### config.mk
export PLATFORM = sky130hd
export DESIGN_NAME = hpt_trigger_regs
export DESIGN_NICKNAME = d
export VERILOG_FILES = /design/src/rtl/hpt_segment_timer.v /design/src/rtl/hpt_trigger_regs.v
export VERILOG_INCLUDE_DIRS = /design/src /design/src/rtl
export SDC_FILE = /design/constraint.sdc
export NUM_CORES = 1
export LEC_CHECK = 0
export ABC_AREA = 1
export BUFFER_PORTS_ARGS = -buffer_cell sky130_fd_sc_hd__buf_2
export CAP_MARGIN = 20
export CORE_ASPECT_RATIO = 1.5
export CORE_MARGIN = 3
export CORE_UTILIZATION = 40
export DETAILED_ROUTE_END_ITERATION = 10
export GPL_TIMING_DRIVEN = 0
export SLEW_MARGIN = 20
export SYNTH_ARGS = -nofsm -noshare
export SYNTH_HDL_FRONTEND = slang
export SYNTH_HIERARCHICAL = 1
export SYNTH_SLANG_ARGS = --single-unit
export TNS_END_PERCENT = 100
### constraint.sdc
create_clock -name sys_clk -period 8.77 [get_ports sys_clk]
set_input_delay 1.3155 -clock sys_clk [delete_from_list [all_inputs] [get_ports sys_clk]]
set_output_delay 1.3155 -clock sys_clk [all_outputs]
set_load 0.1 [all_outputs]
### src/rtl/hpt_defines.vh
// Register offsets, field positions, reset values and timing counts of the playback trigger block
// Assumes a 40 MHz core clock and an 8-bit register port from the host interface logic
`ifndef HPT_DEFINES_VH
`define HPT_DEFINES_VH
`define HPT_ADDR_SLOT0        8'h04
`define HPT_ADDR_SLOT7        8'h0B
`define HPT_ADDR_TRIGGER      8'h0C
`define HPT_ADDR_OVERDRIVE    8'h0D
`define HPT_ADDR_POS_SUSTAIN  8'h0E
`define HPT_ADDR_NEG_SUSTAIN  8'h0F
`define HPT_TRIGGER_BIT       0
`define HPT_SLOT_WAIT_BIT     7
`define HPT_RST_TRIGGER       8'h00
`define HPT_RST_OFFSET        8'h00
`define HPT_MODE_INT_TRIG     3'h0
`define HPT_MODE_EXT_EDGE     3'h1
`define HPT_MODE_EXT_LEVEL    3'h2
`define HPT_MODE_DIAG         3'h6
`define HPT_MODE_CALIB        3'h7
`define HPT_CLK_HZ            40000000
`define HPT_WAIT_UNIT_MS      10
`define HPT_WAIT_UNIT_CYC     ((`HPT_CLK_HZ / 1000) * `HPT_WAIT_UNIT_MS)
`define HPT_TICK_MS           5
`define HPT_TICK_CYC          ((`HPT_CLK_HZ / 1000) * `HPT_TICK_MS)
`endif

### src/rtl/hpt_segment_timer.v
// Segment duration timer: counts a signed-adjusted number of playback ticks
// Assumes start is a one-cycle pulse from the trigger block on the same clock
`include "hpt_defines.vh"
module hpt_segment_timer #(
  parameter TICK_CYC = `HPT_TICK_CYC
) (
  input  wire        clk,
  input  wire        rst_n,
  input  wire        start,
  input  wire        abort,
  input  wire [7:0]  nominal_ticks,
  input  wire [7:0]  offset,
  input  wire        use_offset,
  output wire        busy,
  output reg         done
);
  // Tick prescaler and remaining tick count
  reg  [31:0] pre_q;
  reg  [9:0]  left_q;
  reg         busy_q;
  wire signed [10:0] sum_w;

  // Signed sum of nominal length and offset; offset ignored while use_offset is low (overdrive segment in closed loop)
  assign sum_w = $signed({3'h0, nominal_ticks}) +
                 (use_offset ? $signed({{3{offset[7]}}, offset}) : 11'sh000);
  assign busy  = busy_q;

  // Count ticks; a negative result clamps to an empty segment, never wraps
  always @(posedge clk or negedge rst_n) begin
    if (!rst_n) begin
      pre_q  <= 32'h0;
      left_q <= 10'h000;
      busy_q <= 1'b0;
      done   <= 1'b0;
    end else begin
      done <= 1'b0;
      if (abort) begin
        busy_q <= 1'b0;
      end else if (start) begin
        left_q <= sum_w[10] ? 10'h000 : sum_w[9:0];
        pre_q  <= 32'h0;
        busy_q <= 1'b1;
      end else if (busy_q) begin
        if (left_q == 10'h000) begin
          busy_q <= 1'b0;
          done   <= 1'b1;
        end else if (pre_q == TICK_CYC - 1) begin
          pre_q  <= 32'h0;
          left_q <= left_q - 10'h001;
        end else begin
          pre_q <= pre_q + 32'h1;
        end
      end
    end
  end
endmodule

### src/rtl/hpt_trigger_regs.v
// Playback trigger and segment offset registers with the sequence engine that they steer
// Assumes an 8-bit register port from the host interface, a waveform library outside that
// returns segment lengths per identifier, and a calibration/diagnostic engine outside.
//
// Functional notes
// - Trigger starts process chosen by mode
// - Sequence mode plays the eight slots
// - Trigger reads one until sequence ends
// - Writing zero aborts remaining sequence
// - External trigger sets or clears trigger
// - Calibration or diagnostics modes start those
// - Overdrive offset signed times tick period
// - Overdrive segment is the maximum value
// - Overdrive offset applies open loop only
// - Positive sustain offset scales positive segment
// - Negative sustain offset scales negative segment
// - Stop at zero identifier or slot eight
// - Wait slot idles ten milliseconds per unit (not done here: the wait flag is tied low and S_WAIT is never entered)
`include "hpt_defines.vh"
module hpt_trigger_regs #(
  parameter WAIT_CYC = `HPT_WAIT_UNIT_CYC,
  parameter TICK_CYC = `HPT_TICK_CYC
) (
  input  wire        sys_clk,
  input  wire        rst_b,
  input  wire        reg_wr,
  input  wire        reg_rd,
  input  wire [7:0]  reg_addr,
  input  wire [7:0]  reg_wdata,
  output reg  [7:0]  reg_rdata,
  input  wire [2:0]  op_mode,
  input  wire        closed_loop,
  input  wire        ext_trig_pin,
  input  wire [55:0] slot_ids,
  output reg  [6:0]  wave_id,
  output reg  [1:0]  seg_kind,
  output reg         seg_active,
  output reg  [7:0]  lib_index,
  output reg         lib_req,
  input  wire [7:0]  lib_ticks,
  input  wire [1:0]  lib_kind,
  input  wire        lib_valid,
  input  wire        lib_last,
  output reg         calib_start,
  output reg         diag_start,
  input  wire        aux_done
);
  // Sequencer states
  localparam S_IDLE = 3'h0;
  localparam S_SLOT = 3'h1;
  localparam S_FETCH = 3'h2;
  localparam S_SEG  = 3'h3;
  localparam S_WAIT = 3'h4;
  localparam S_AUX  = 3'h5;
  // Segment kinds from the library: overdrive, positive, negative, other
  localparam K_OD = 2'h0;
  localparam K_POS = 2'h1;
  localparam K_NEG = 2'h2;

  // Reset synchroniser and pin synchroniser
  reg  [1:0]  rst_sync_q;
  wire        rst_n;
  reg  [1:0]  trig_sync_q;
  reg         trig_prev_q;
  // Registers
  reg         go_q;
  reg  [7:0]  odt_q;
  reg  [7:0]  pos_q;
  reg  [7:0]  neg_q;
  reg  [2:0]  st_q;
  reg  [2:0]  slot_q;
  reg  [7:0]  seg_q;
  reg  [31:0] wcnt_q;
  reg  [6:0]  wunits_q;
  wire        t_start;   // Timer launch, same edge as the library answer
  wire        t_done;
  wire        t_busy;
  wire        abort_w;
  wire [7:0]  slot_w;
  wire        go_set;
  wire        go_clr;
  wire        trig_rise;
  wire        trig_fall;
  reg  [7:0]  offs_w;

  // Pick one slot byte by index
  function [7:0] slot_byte;
    input [55:0] ids;
    input [2:0]  idx;
    input        waitf;
    begin
      slot_byte = {1'b0, ids[idx*7 +: 7]};
      slot_byte[`HPT_SLOT_WAIT_BIT] = waitf;
    end
  endfunction

  // Release reset through two flip-flops
  always @(posedge sys_clk or negedge rst_b) begin
    if (!rst_b) rst_sync_q <= 2'b00;
    else rst_sync_q <= {rst_sync_q[0], 1'b1};
  end
  assign rst_n = rst_sync_q[1];

  // Trigger pin passes two flops before any edge logic
  always @(posedge sys_clk or negedge rst_n) begin
    if (!rst_n) begin
      trig_sync_q <= 2'b00;
      trig_prev_q <= 1'b0;
    end else begin
      trig_sync_q <= {trig_sync_q[0], ext_trig_pin};
      trig_prev_q <= trig_sync_q[1];
    end
  end
  assign trig_rise = trig_sync_q[1] & ~trig_prev_q;
  assign trig_fall = ~trig_sync_q[1] & trig_prev_q;

  // pin acts like a write
  // Edge mode only sets; level mode follows the pin both ways
  assign go_set = (reg_wr && reg_addr == `HPT_ADDR_TRIGGER && reg_wdata[`HPT_TRIGGER_BIT]) ||
                  ((op_mode == `HPT_MODE_EXT_EDGE || op_mode == `HPT_MODE_EXT_LEVEL) && trig_rise);
  assign go_clr = (reg_wr && reg_addr == `HPT_ADDR_TRIGGER && !reg_wdata[`HPT_TRIGGER_BIT]) ||
                  (op_mode == `HPT_MODE_EXT_LEVEL && trig_fall);
  assign abort_w = go_clr && go_q;
  // Each slot arrives as a 7-bit id only; the wait flag bit of the slot byte is tied to zero
  assign slot_w = slot_byte(slot_ids, slot_q, 1'b0);

  // Launch the timer while the library answer stands; the lines may change one cycle later
  assign t_start = (st_q == S_FETCH) && lib_valid;

  // Offset chosen by segment kind
  always @* begin
    case (lib_kind)
      K_OD:    offs_w = odt_q;
      K_POS:   offs_w = pos_q;
      K_NEG:   offs_w = neg_q;
      default: offs_w = 8'h00;
    endcase
  end

  // Offset registers, plain read/write
  always @(posedge sys_clk or negedge rst_n) begin
    if (!rst_n) begin
      odt_q <= `HPT_RST_OFFSET;
      pos_q <= `HPT_RST_OFFSET;
      neg_q <= `HPT_RST_OFFSET;
    end else if (reg_wr) begin
      if (reg_addr == `HPT_ADDR_OVERDRIVE) odt_q <= reg_wdata;
      if (reg_addr == `HPT_ADDR_POS_SUSTAIN) pos_q <= reg_wdata;
      if (reg_addr == `HPT_ADDR_NEG_SUSTAIN) neg_q <= reg_wdata;
    end
  end

  // Read data registered one cycle after the read strobe; reserved bits read zero
  always @(posedge sys_clk or negedge rst_n) begin
    if (!rst_n) begin
      reg_rdata <= 8'h00;
    end else if (reg_rd) begin
      case (reg_addr)
        `HPT_ADDR_TRIGGER:     reg_rdata <= {7'h00, go_q};
        `HPT_ADDR_OVERDRIVE:   reg_rdata <= odt_q;
        `HPT_ADDR_POS_SUSTAIN: reg_rdata <= pos_q;
        `HPT_ADDR_NEG_SUSTAIN: reg_rdata <= neg_q;
        default:               reg_rdata <= 8'h00;
      endcase
    end
  end

  // Sequence engine and trigger bit
  always @(posedge sys_clk or negedge rst_n) begin
    if (!rst_n) begin
      go_q        <= 1'b0;
      st_q        <= S_IDLE;
      slot_q      <= 3'h0;
      seg_q       <= 8'h00;
      wcnt_q      <= 32'h0;
      wunits_q    <= 7'h00;
      wave_id     <= 7'h00;
      seg_kind    <= 2'h3;
      seg_active  <= 1'b0;
      lib_index   <= 8'h00;
      lib_req     <= 1'b0;
      calib_start <= 1'b0;
      diag_start  <= 1'b0;
    end else begin
      lib_req     <= 1'b0;
      calib_start <= 1'b0;
      diag_start  <= 1'b0;
      if (abort_w) begin
        go_q       <= 1'b0;
        st_q       <= S_IDLE;
        seg_active <= 1'b0;
      end else begin
        case (st_q)
          S_IDLE: begin
            if (go_set) begin
              go_q <= 1'b1;
              if (op_mode == `HPT_MODE_CALIB) begin
                calib_start <= 1'b1;
                st_q        <= S_AUX;
              end else if (op_mode == `HPT_MODE_DIAG) begin
                diag_start <= 1'b1;
                st_q       <= S_AUX;
              end else begin
                slot_q <= 3'h0;
                st_q   <= S_SLOT;
              end
            end
          end
          S_SLOT: begin
            if (slot_w[6:0] == 7'h00) begin
              go_q <= 1'b0;
              st_q <= S_IDLE;
            end else begin
              wave_id   <= slot_w[6:0];
              lib_index <= 8'h00;
              seg_q     <= 8'h00;
              lib_req   <= 1'b1;
              st_q      <= S_FETCH;
            end
          end
          S_FETCH: begin
            if (lib_valid) begin
              seg_kind   <= lib_kind;
              seg_active <= 1'b1;
              st_q       <= S_SEG;
            end
          end
          S_SEG: begin
            if (t_done) begin
              seg_active <= 1'b0;
              if (lib_last) begin
                // next slot or finish after eight
                if (slot_q == 3'h7) begin
                  go_q <= 1'b0;
                  st_q <= S_IDLE;
                end else begin
                  slot_q <= slot_q + 3'h1;
                  st_q   <= S_SLOT;
                end
              end else begin
                lib_index <= lib_index + 8'h01;
                lib_req   <= 1'b1;
                st_q      <= S_FETCH;
              end
            end
          end
          S_WAIT: begin
            if (wunits_q == 7'h00) begin
              st_q <= (slot_q == 3'h7) ? S_IDLE : S_SLOT;
              go_q <= (slot_q != 3'h7);
              slot_q <= slot_q + 3'h1;
            end else if (wcnt_q == WAIT_CYC - 1) begin
              wcnt_q   <= 32'h0;
              wunits_q <= wunits_q - 7'h01;
            end else begin
              wcnt_q <= wcnt_q + 32'h1;
            end
          end
          S_AUX: begin
            if (aux_done) begin
              go_q <= 1'b0;
              st_q <= S_IDLE;
            end
          end
          default: st_q <= S_IDLE;
        endcase
      end
    end
  end

  hpt_segment_timer #(
    .TICK_CYC (TICK_CYC)
  ) u_timer (
    .clk           (sys_clk),
    .rst_n         (rst_n),
    .start         (t_start),
    .abort         (abort_w),
    .nominal_ticks (lib_ticks),
    .offset        (offs_w),
    .use_offset    (!(closed_loop && lib_kind == K_OD)),
    .busy          (t_busy),
    .done          (t_done)
  );
endmodule

# After elaboration in Yosys (flattened, before gate mapping)
# Cells that the tools add are included.
# Widths: inputs -> output; s select.
dict set report op_classes {
  addsub 7
  eq_ne 37
  n_mul 1
  reduce_logical 37
  bitwise 7
  shift 1
  n_mux 72
}
# op n
set ops {}
lappend ops {{$mux 32} 5}
lappend ops {{$add 32x1->32 const B} 2}
lappend ops {{$shiftx 56x7->7} 1}
lappend ops {{$mux 10} 5}
lappend ops {{$mux 3} 16}
lappend ops {{$mux 1} 33}
lappend ops {{$eq 32x18->1 const B} 1}
lappend ops {{$eq 32x19->1 const B} 1}
lappend ops {{$eq 8x4->1 const B} 4}
lappend ops {{$pmux 8 s4} 1}
lappend ops {{$mux 8} 3}
lappend ops {{$ne 3x3->1 const B} 8}
lappend ops {{$pmux 8 s3} 1}
lappend ops {{$ne 2x2->1 const B} 9}
lappend ops {{$pmux 3 s6} 1}
lappend ops {{$pmux 8 s2} 1}
lappend ops {{$eq 3x3->1 const B} 5}
lappend ops {{$reduce_and 3->1} 5}
lappend ops {{$logic_not 7->1} 2}
lappend ops {{$add 9x11->11} 1}
lappend ops {{$mux 11} 1}
lappend ops {{$logic_not 10->1} 1}
lappend ops {{$reduce_and 5->1} 2}
lappend ops {{$sub 10x1->10 const B} 1}
lappend ops {{28 further kinds} 52}
dict set report word_totals {
  output_inout_bits 29
  regBits 148
  inputBits 94
  word_cells 185
}

# Logic depth before layout (Yosys ltp)
dict set report logic_depth {
  ltp_word 7
  mapped_depth 18
  ltp_nobuf 18
}

# Hierarchy
# Netlist, hierarchy kept.
# mod instances area_per_inst_um2 cells_each seq_area_each_um2
set by_module_without_submodules {}
lappend by_module_without_submodules {hpt_trigger_regs 1 6316.1 908 2605.0}
lappend by_module_without_submodules {hpt_segment_timer 1 3545.9 567 1101.1}

# Worst setup path after synthesis
# OpenSTA, ideal clock, no wires.
dict set report synth_timing {
  path_kind {input-to-reg}
  startpoint {in lib_kind[0]}
  endpoint {reg u_timer.left_q[5]}
  path_slack_ns 5.429
  path_stages 17
  arrival_ns 3.276
  setup_time_ns 0.065
  required_ns 8.705
  cell_sequence {nor2_1 > nand2_1 > o221ai_1 > nand2_1 > inv_1 > ha_1 > inv_1 > fa_1 > inv_1 > nand3_1 > nand2_1 > nand2_1 > nand3_1 > nand2_1 > o21ai_0 > nand2_1 > nand2_1}
}
dict set report synth_between {
  elab_chain_len 6
  word_cells_on_any_way 9
}
# element line_no
set synth_rtl {}
lappend synth_rtl {{start, declared} hpt_trigger_regs.v:41} ;# input wire [1:0] lib_kind,
lappend synth_rtl {{$eq 2x2->1, or another cell as far along} hpt_trigger_regs.v:132} ;# case (lib_kind)
lappend synth_rtl {{$pmux 8 s3 *} hpt_trigger_regs.v:132}
lappend synth_rtl {{named net offs_w[0]} hpt_trigger_regs.v:84} ;# reg [7:0] offs_w;
lappend synth_rtl {{$mux 11 *} hpt_segment_timer.v:25} ;# (use_offset ? $signed({{3{offset[7]}}, offset}) : 11'sh000);
lappend synth_rtl {{$add 9x11->11 *} hpt_segment_timer.v:24} ;# assign sum_w = $signed({3'h0, nominal_ticks}) +
lappend synth_rtl {{$mux 10 *} hpt_segment_timer.v:40} ;# left_q <= sum_w[10] ? 10'h000 : sum_w[9:0];
lappend synth_rtl {{$mux 10 *} hpt_segment_timer.v:39} ;# end else if (start) begin
lappend synth_rtl {{end signal, assigned} hpt_segment_timer.v:40}
lappend synth_rtl {{end signal, assigned} hpt_segment_timer.v:49} ;# left_q <= left_q - 10'h001;
lappend synth_rtl {{end, declared} hpt_segment_timer.v:19} ;# reg [9:0] left_q;
# The timed path passes the listed nets; every way through them passes the cells marked *.
# A chain may end at the register's enable or synchronous reset.

# Final worst setup path
# Same ends and word-level chain as after synthesis.

==> summary.txt <==
Final layout
  – FILL cells: roughly 2.6k
  – # diodes: 0
  – Final non-filler cell total: approximately 2.0k
  – Share of cells above drive strength 1: 0.133
  – NumNets Final: around 1.7k
  – Area delta synth->final: 16.5%
  – Post-layout util: 0.479

STA
  – FMAX: approximately 270 MHz
  – Final setup fails: 0
  – Period minus WS final: approximately 3.7 ns
  – Pins Over Slew Limit: 0
  – Worst-margin pin slew: about 0.75 ns
  – Hold Vio Cnt, Final: 0
  – PnR worst setup slack: 5.07 ns
  – RSZ-0062 raised after global routing: false
  – Rel. slew slack: 0.496
  – Clk_skew: 0.00708 ns
  – Period utilization: 0.422
  – Setup TNS: 0 ns

Synth
  – Post-Synthesis Net Count: 1587
  – Yosys reg bits: between 100 and 150
  – Yosys cell types: 50
  – Fraction of registers with async set/reset: 1.00
  – Cell Area, Synth: approximately 0.01 mm^2
  – Synth warn: 6
  – Syn Area/Cell: around 6.7 um^2
  – Share of the synthesized area in the top cell type: 0.370
  – Post-synth EDFFs: 0
  – Seq/Total Area, Yosys: 0.376
  – Mapped Cells: ~1.5k
  – Area leader, netlist: dfrtp_1
  – Synth Flop Type: dfrtp_1
  – Largest cells by area after synthesis: dfrtp_1 (37%), nand2_1 (18%), inv_1 (7.5%), nand3_1 (6.6%), nor2_1 (5.8%)

Clocking
  – Worst-Skew Late Latency: between 0.4 and 0.5 ns
  – Post-CTS Repair Setup Buffers: 0
  – Hold_buf cts: 0
  – Reg clk slew, reported paths: roughly 0.06 ns
  – Maximum root-to-sink buffer count: 2
  – # clock sinks: about 150
  – H-tree depth: 4
  – Post-cts gate resize count: 0
  – CTS root buf: clkbuf_16
  – CTS buffer count: 17
  – CTS tree: built

Drt
  – Starting DRT DRC Count: around 530
  – Final routed DRC violation total: 0
  – Routed Antenna Nets: 0
  – Via density per instance: roughly 5.0
  – WL final: 28.6 mm
  – WL per Instance: about 15 um
  – DRT Pass-1 Iters: 5
  – Via Count: roughly 9.8k

Setup path
  – Critical path buffers and inverters: 4
  – CP Capture Type: register
  – Worst Path Arrival: slightly above 4 ns
  – Worst setup path class: input port to register
  – Slowest CP cell: nor2_1
  – Worst Path Required: around 9 ns
  – CP top delay family: simple AND/OR/NAND/NOR gates
  – Cells along the critical path: buf_2, nor2_1, nand2_1, o221ai_1, nand2_1, inv_1, ha_1, inv_1, fa_1, inv_1, nand3_1, nand2_1, nand2_1, nand3_1, nand2_1, o21ai_0, nand2_1, nand2_1
  – Most common cell on crit path: nand2_1
  – Slowest stage delay, CP: a little under 0.6 ns
  – CP max FO: 9
  – Worst Setup Start Kind: input port

Floorplanning
  – Initial Utilization: 0.411
  – Core ar.: between 0.02 and 0.025 mm^2
  – FP Rows: roughly 70
  – Boundary Pins: approximately 120
  – Die Wd: ~130 um
  – Full die area: between 0.02 and 0.03 mm^2
  – Die Ht: ~200 um

Run status
  – Status: finished, final reports clean

Pwr
  – Cell Int Power: approximately 1.4 mW
  – Overall power: around 2.5 mW
  – Pwr Density: 214 mW/mm^2
  – Sw Share: 0.418
  – LEAKAGE: around 5.9 nW
  – NetSw: a little over 1 mW
  – Clock power share: 0.285
  – Logic pwr share: 0.370
  – Worst IR Drop VDD: approximately 0.28 mV
  – Seq pwr share: 0.345

Global routing
  – GRT Util Overall: 0.220
  – Vias in the first global route: around 9.8k
  – Remaining Overflow, GRT: 0
  – First-pass GRT wire length: approximately 47 mm
  – Initial antenna violation count: 1
  – Pin count of the biggest net entering global routing: 53

Placed design
  – Place WS: between 4 and 5 ns
  – Placer Congestion: approximately 0.9
  – DP HPWL: roughly 22 mm
  – PortBufs: 122
  – Placed cells: between 1.5k and 2k

Hold path
  – HP Class: register to async pin

Flow run
  – Max-capacitance violation count: 0
[stage by stage]
stage | hold slack, ns | area (um^2)
floorplan | 0.331 | 9860
global placement | 0.335 | 10900
detailed placement | 0.337 | 10900
CTS | 0.351 | 11500
global route | 0.369 | 11500
finish | 0.348 | 11500
[state kept, by name, summed over array words and instances (netlist names)]
register,flops
calib_start,1
diag_start,1
go_q,1
lib_index,8
lib_req,1
neg_q,8
odt_q,8
pos_q,8
reg_rdata,8
rst_sync_q,2
seg_active,1
seg_kind,2
slot_q,3
st_q,3
trig_prev_q,1
trig_sync_q,2
u_timer/busy,1
u_timer/done,1
u_timer/left_q,10
u_timer/pre_q,32
wave_id,7
wcnt_q,32
wunits_q,7
[power by group through the flow]
| stage | Combinational (mW) | Clock (mW) | Sequential [mW] |
|---|---|---|---|
| after floorplan | 0.517 | 0 | 1.02 |
| after global placement | 0.893 | 0 | 0.865 |
| after detailed placement | 0.909 | 0 | 0.858 |
| after CTS | 0.915 | 0.720 | 0.847 |
| after global routing | 1.03 | 0.749 | 0.859 |
| final | 0.907 | 0.700 | 0.847 |
[final timing paths]
kind / from / endpoint / slack [ns] / cells past startpoint
min: rst_sync_q[1] / wave_id[3] / 0.35 / 0
min reg2reg: rst_sync_q[1] / wave_id[3] / 0.35 / 0
max: lib_kind[0] / u_timer/left_q[5] / 5.07 / 18
max in group asynchronous: rst_sync_q[1] / u_timer/pre_q[0] / 7.42 / 2
max reg2reg: neg_q[0] / u_timer/left_q[5] / 6.27 / 16
min in group sys_clk: trig_sync_q[0] / trig_sync_q[1] / 0.35 / 0
[layer usage]
| layer | up-vias | part of all wire | track usage |
|---|---|---|---|
| met4 | 2 | 0.028 | 0.0842 |
| met5 | - | 0.00046 | 0 |
| met1 | 4478 | 0.40 | 0.241 |
| met3 | 54 | 0.037 | 0.0376 |
| li1 | 5025 | - | - |
| met2 | 223 | 0.53 | 0.419 |
[placed cells by master, fill, tap and decap left out, drive strengths merged, types with 2 or more instances in the layout]
cell	instances
nor3b	2
nand4	44
nand3	132
clkbuf	26
o21ai	110
nor3	39
clkinv	7
dfstp	2
buf	153
nor2	157
ha	17
o22ai	10
o21bai	3
xor2	26
a21oi	31
inv	205
xnor2	5
dfrtp	146
nor4	2
or2	2
o221ai	8
clkinvlp	4
mux2	8
and3	2
o211ai	2
nand2	477
[layout make-up]
cell class | instances | area, um^2 | share of cell area
clock buffers | 21 | 450 | 0.0392
inverters | 206 | 781 | 0.0680
multi-input cells | 1087 | 5170 | 0.450
repair buffers | 124 | 666 | 0.0580
clock inverters | 11 | 105 | 0.00915
well taps | 319 | 399 | 0.0347
flip-flops and latches | 148 | 3710 | 0.323
plain buffers | 34 | 208 | 0.0181
[cell families (layout without fill, tap and decap cells)]
family | count (synthesis) | after routing | synth area share
simple gates | 859 | 859 | 0.369
flops | 148 | 148 | 0.376
compound gates | 170 | 170 | 0.0939
xor+xnor | 31 | 31 | 0.0275
mux | 8 | 8 | 0.00914
other cells | 1 | 1 | 0.000380
buf+inv | 240 | 396 | 0.100
fa+ha+maj | 18 | 18 | 0.0236
[Yosys cell counts, types with 2 or more instances]
| cell | n |
|---|---|
| buf_2 | 16 |
| and3_1 | 2 |
| nand2_1 | 467 |
| nand2_2 | 8 |
| o22ai_1 | 10 |
| buf_6 | 3 |
| o211ai_1 | 2 |
| nor3_1 | 39 |
| buf_4 | 7 |
| nand3_1 | 131 |
| o221ai_1 | 8 |
| o21bai_1 | 3 |
| inv_2 | 5 |
| clkbuf_1 | 5 |
| dfrtp_1 | 146 |
| mux2_2 | 8 |
| nor4_1 | 2 |
| nor2_1 | 152 |
| a21oi_1 | 31 |
| nor2_2 | 4 |
| o21ai_1 | 10 |
| nor3b_1 | 2 |
| or2_2 | 2 |
| nand4_1 | 44 |
| o21ai_0 | 99 |
| inv_1 | 198 |
| xor2_1 | 26 |
| ha_1 | 17 |
| xnor2_1 | 5 |
| dfstp_2 | 2 |
| buf_1 | 2 |
Power figures use the tool's default switching activity.
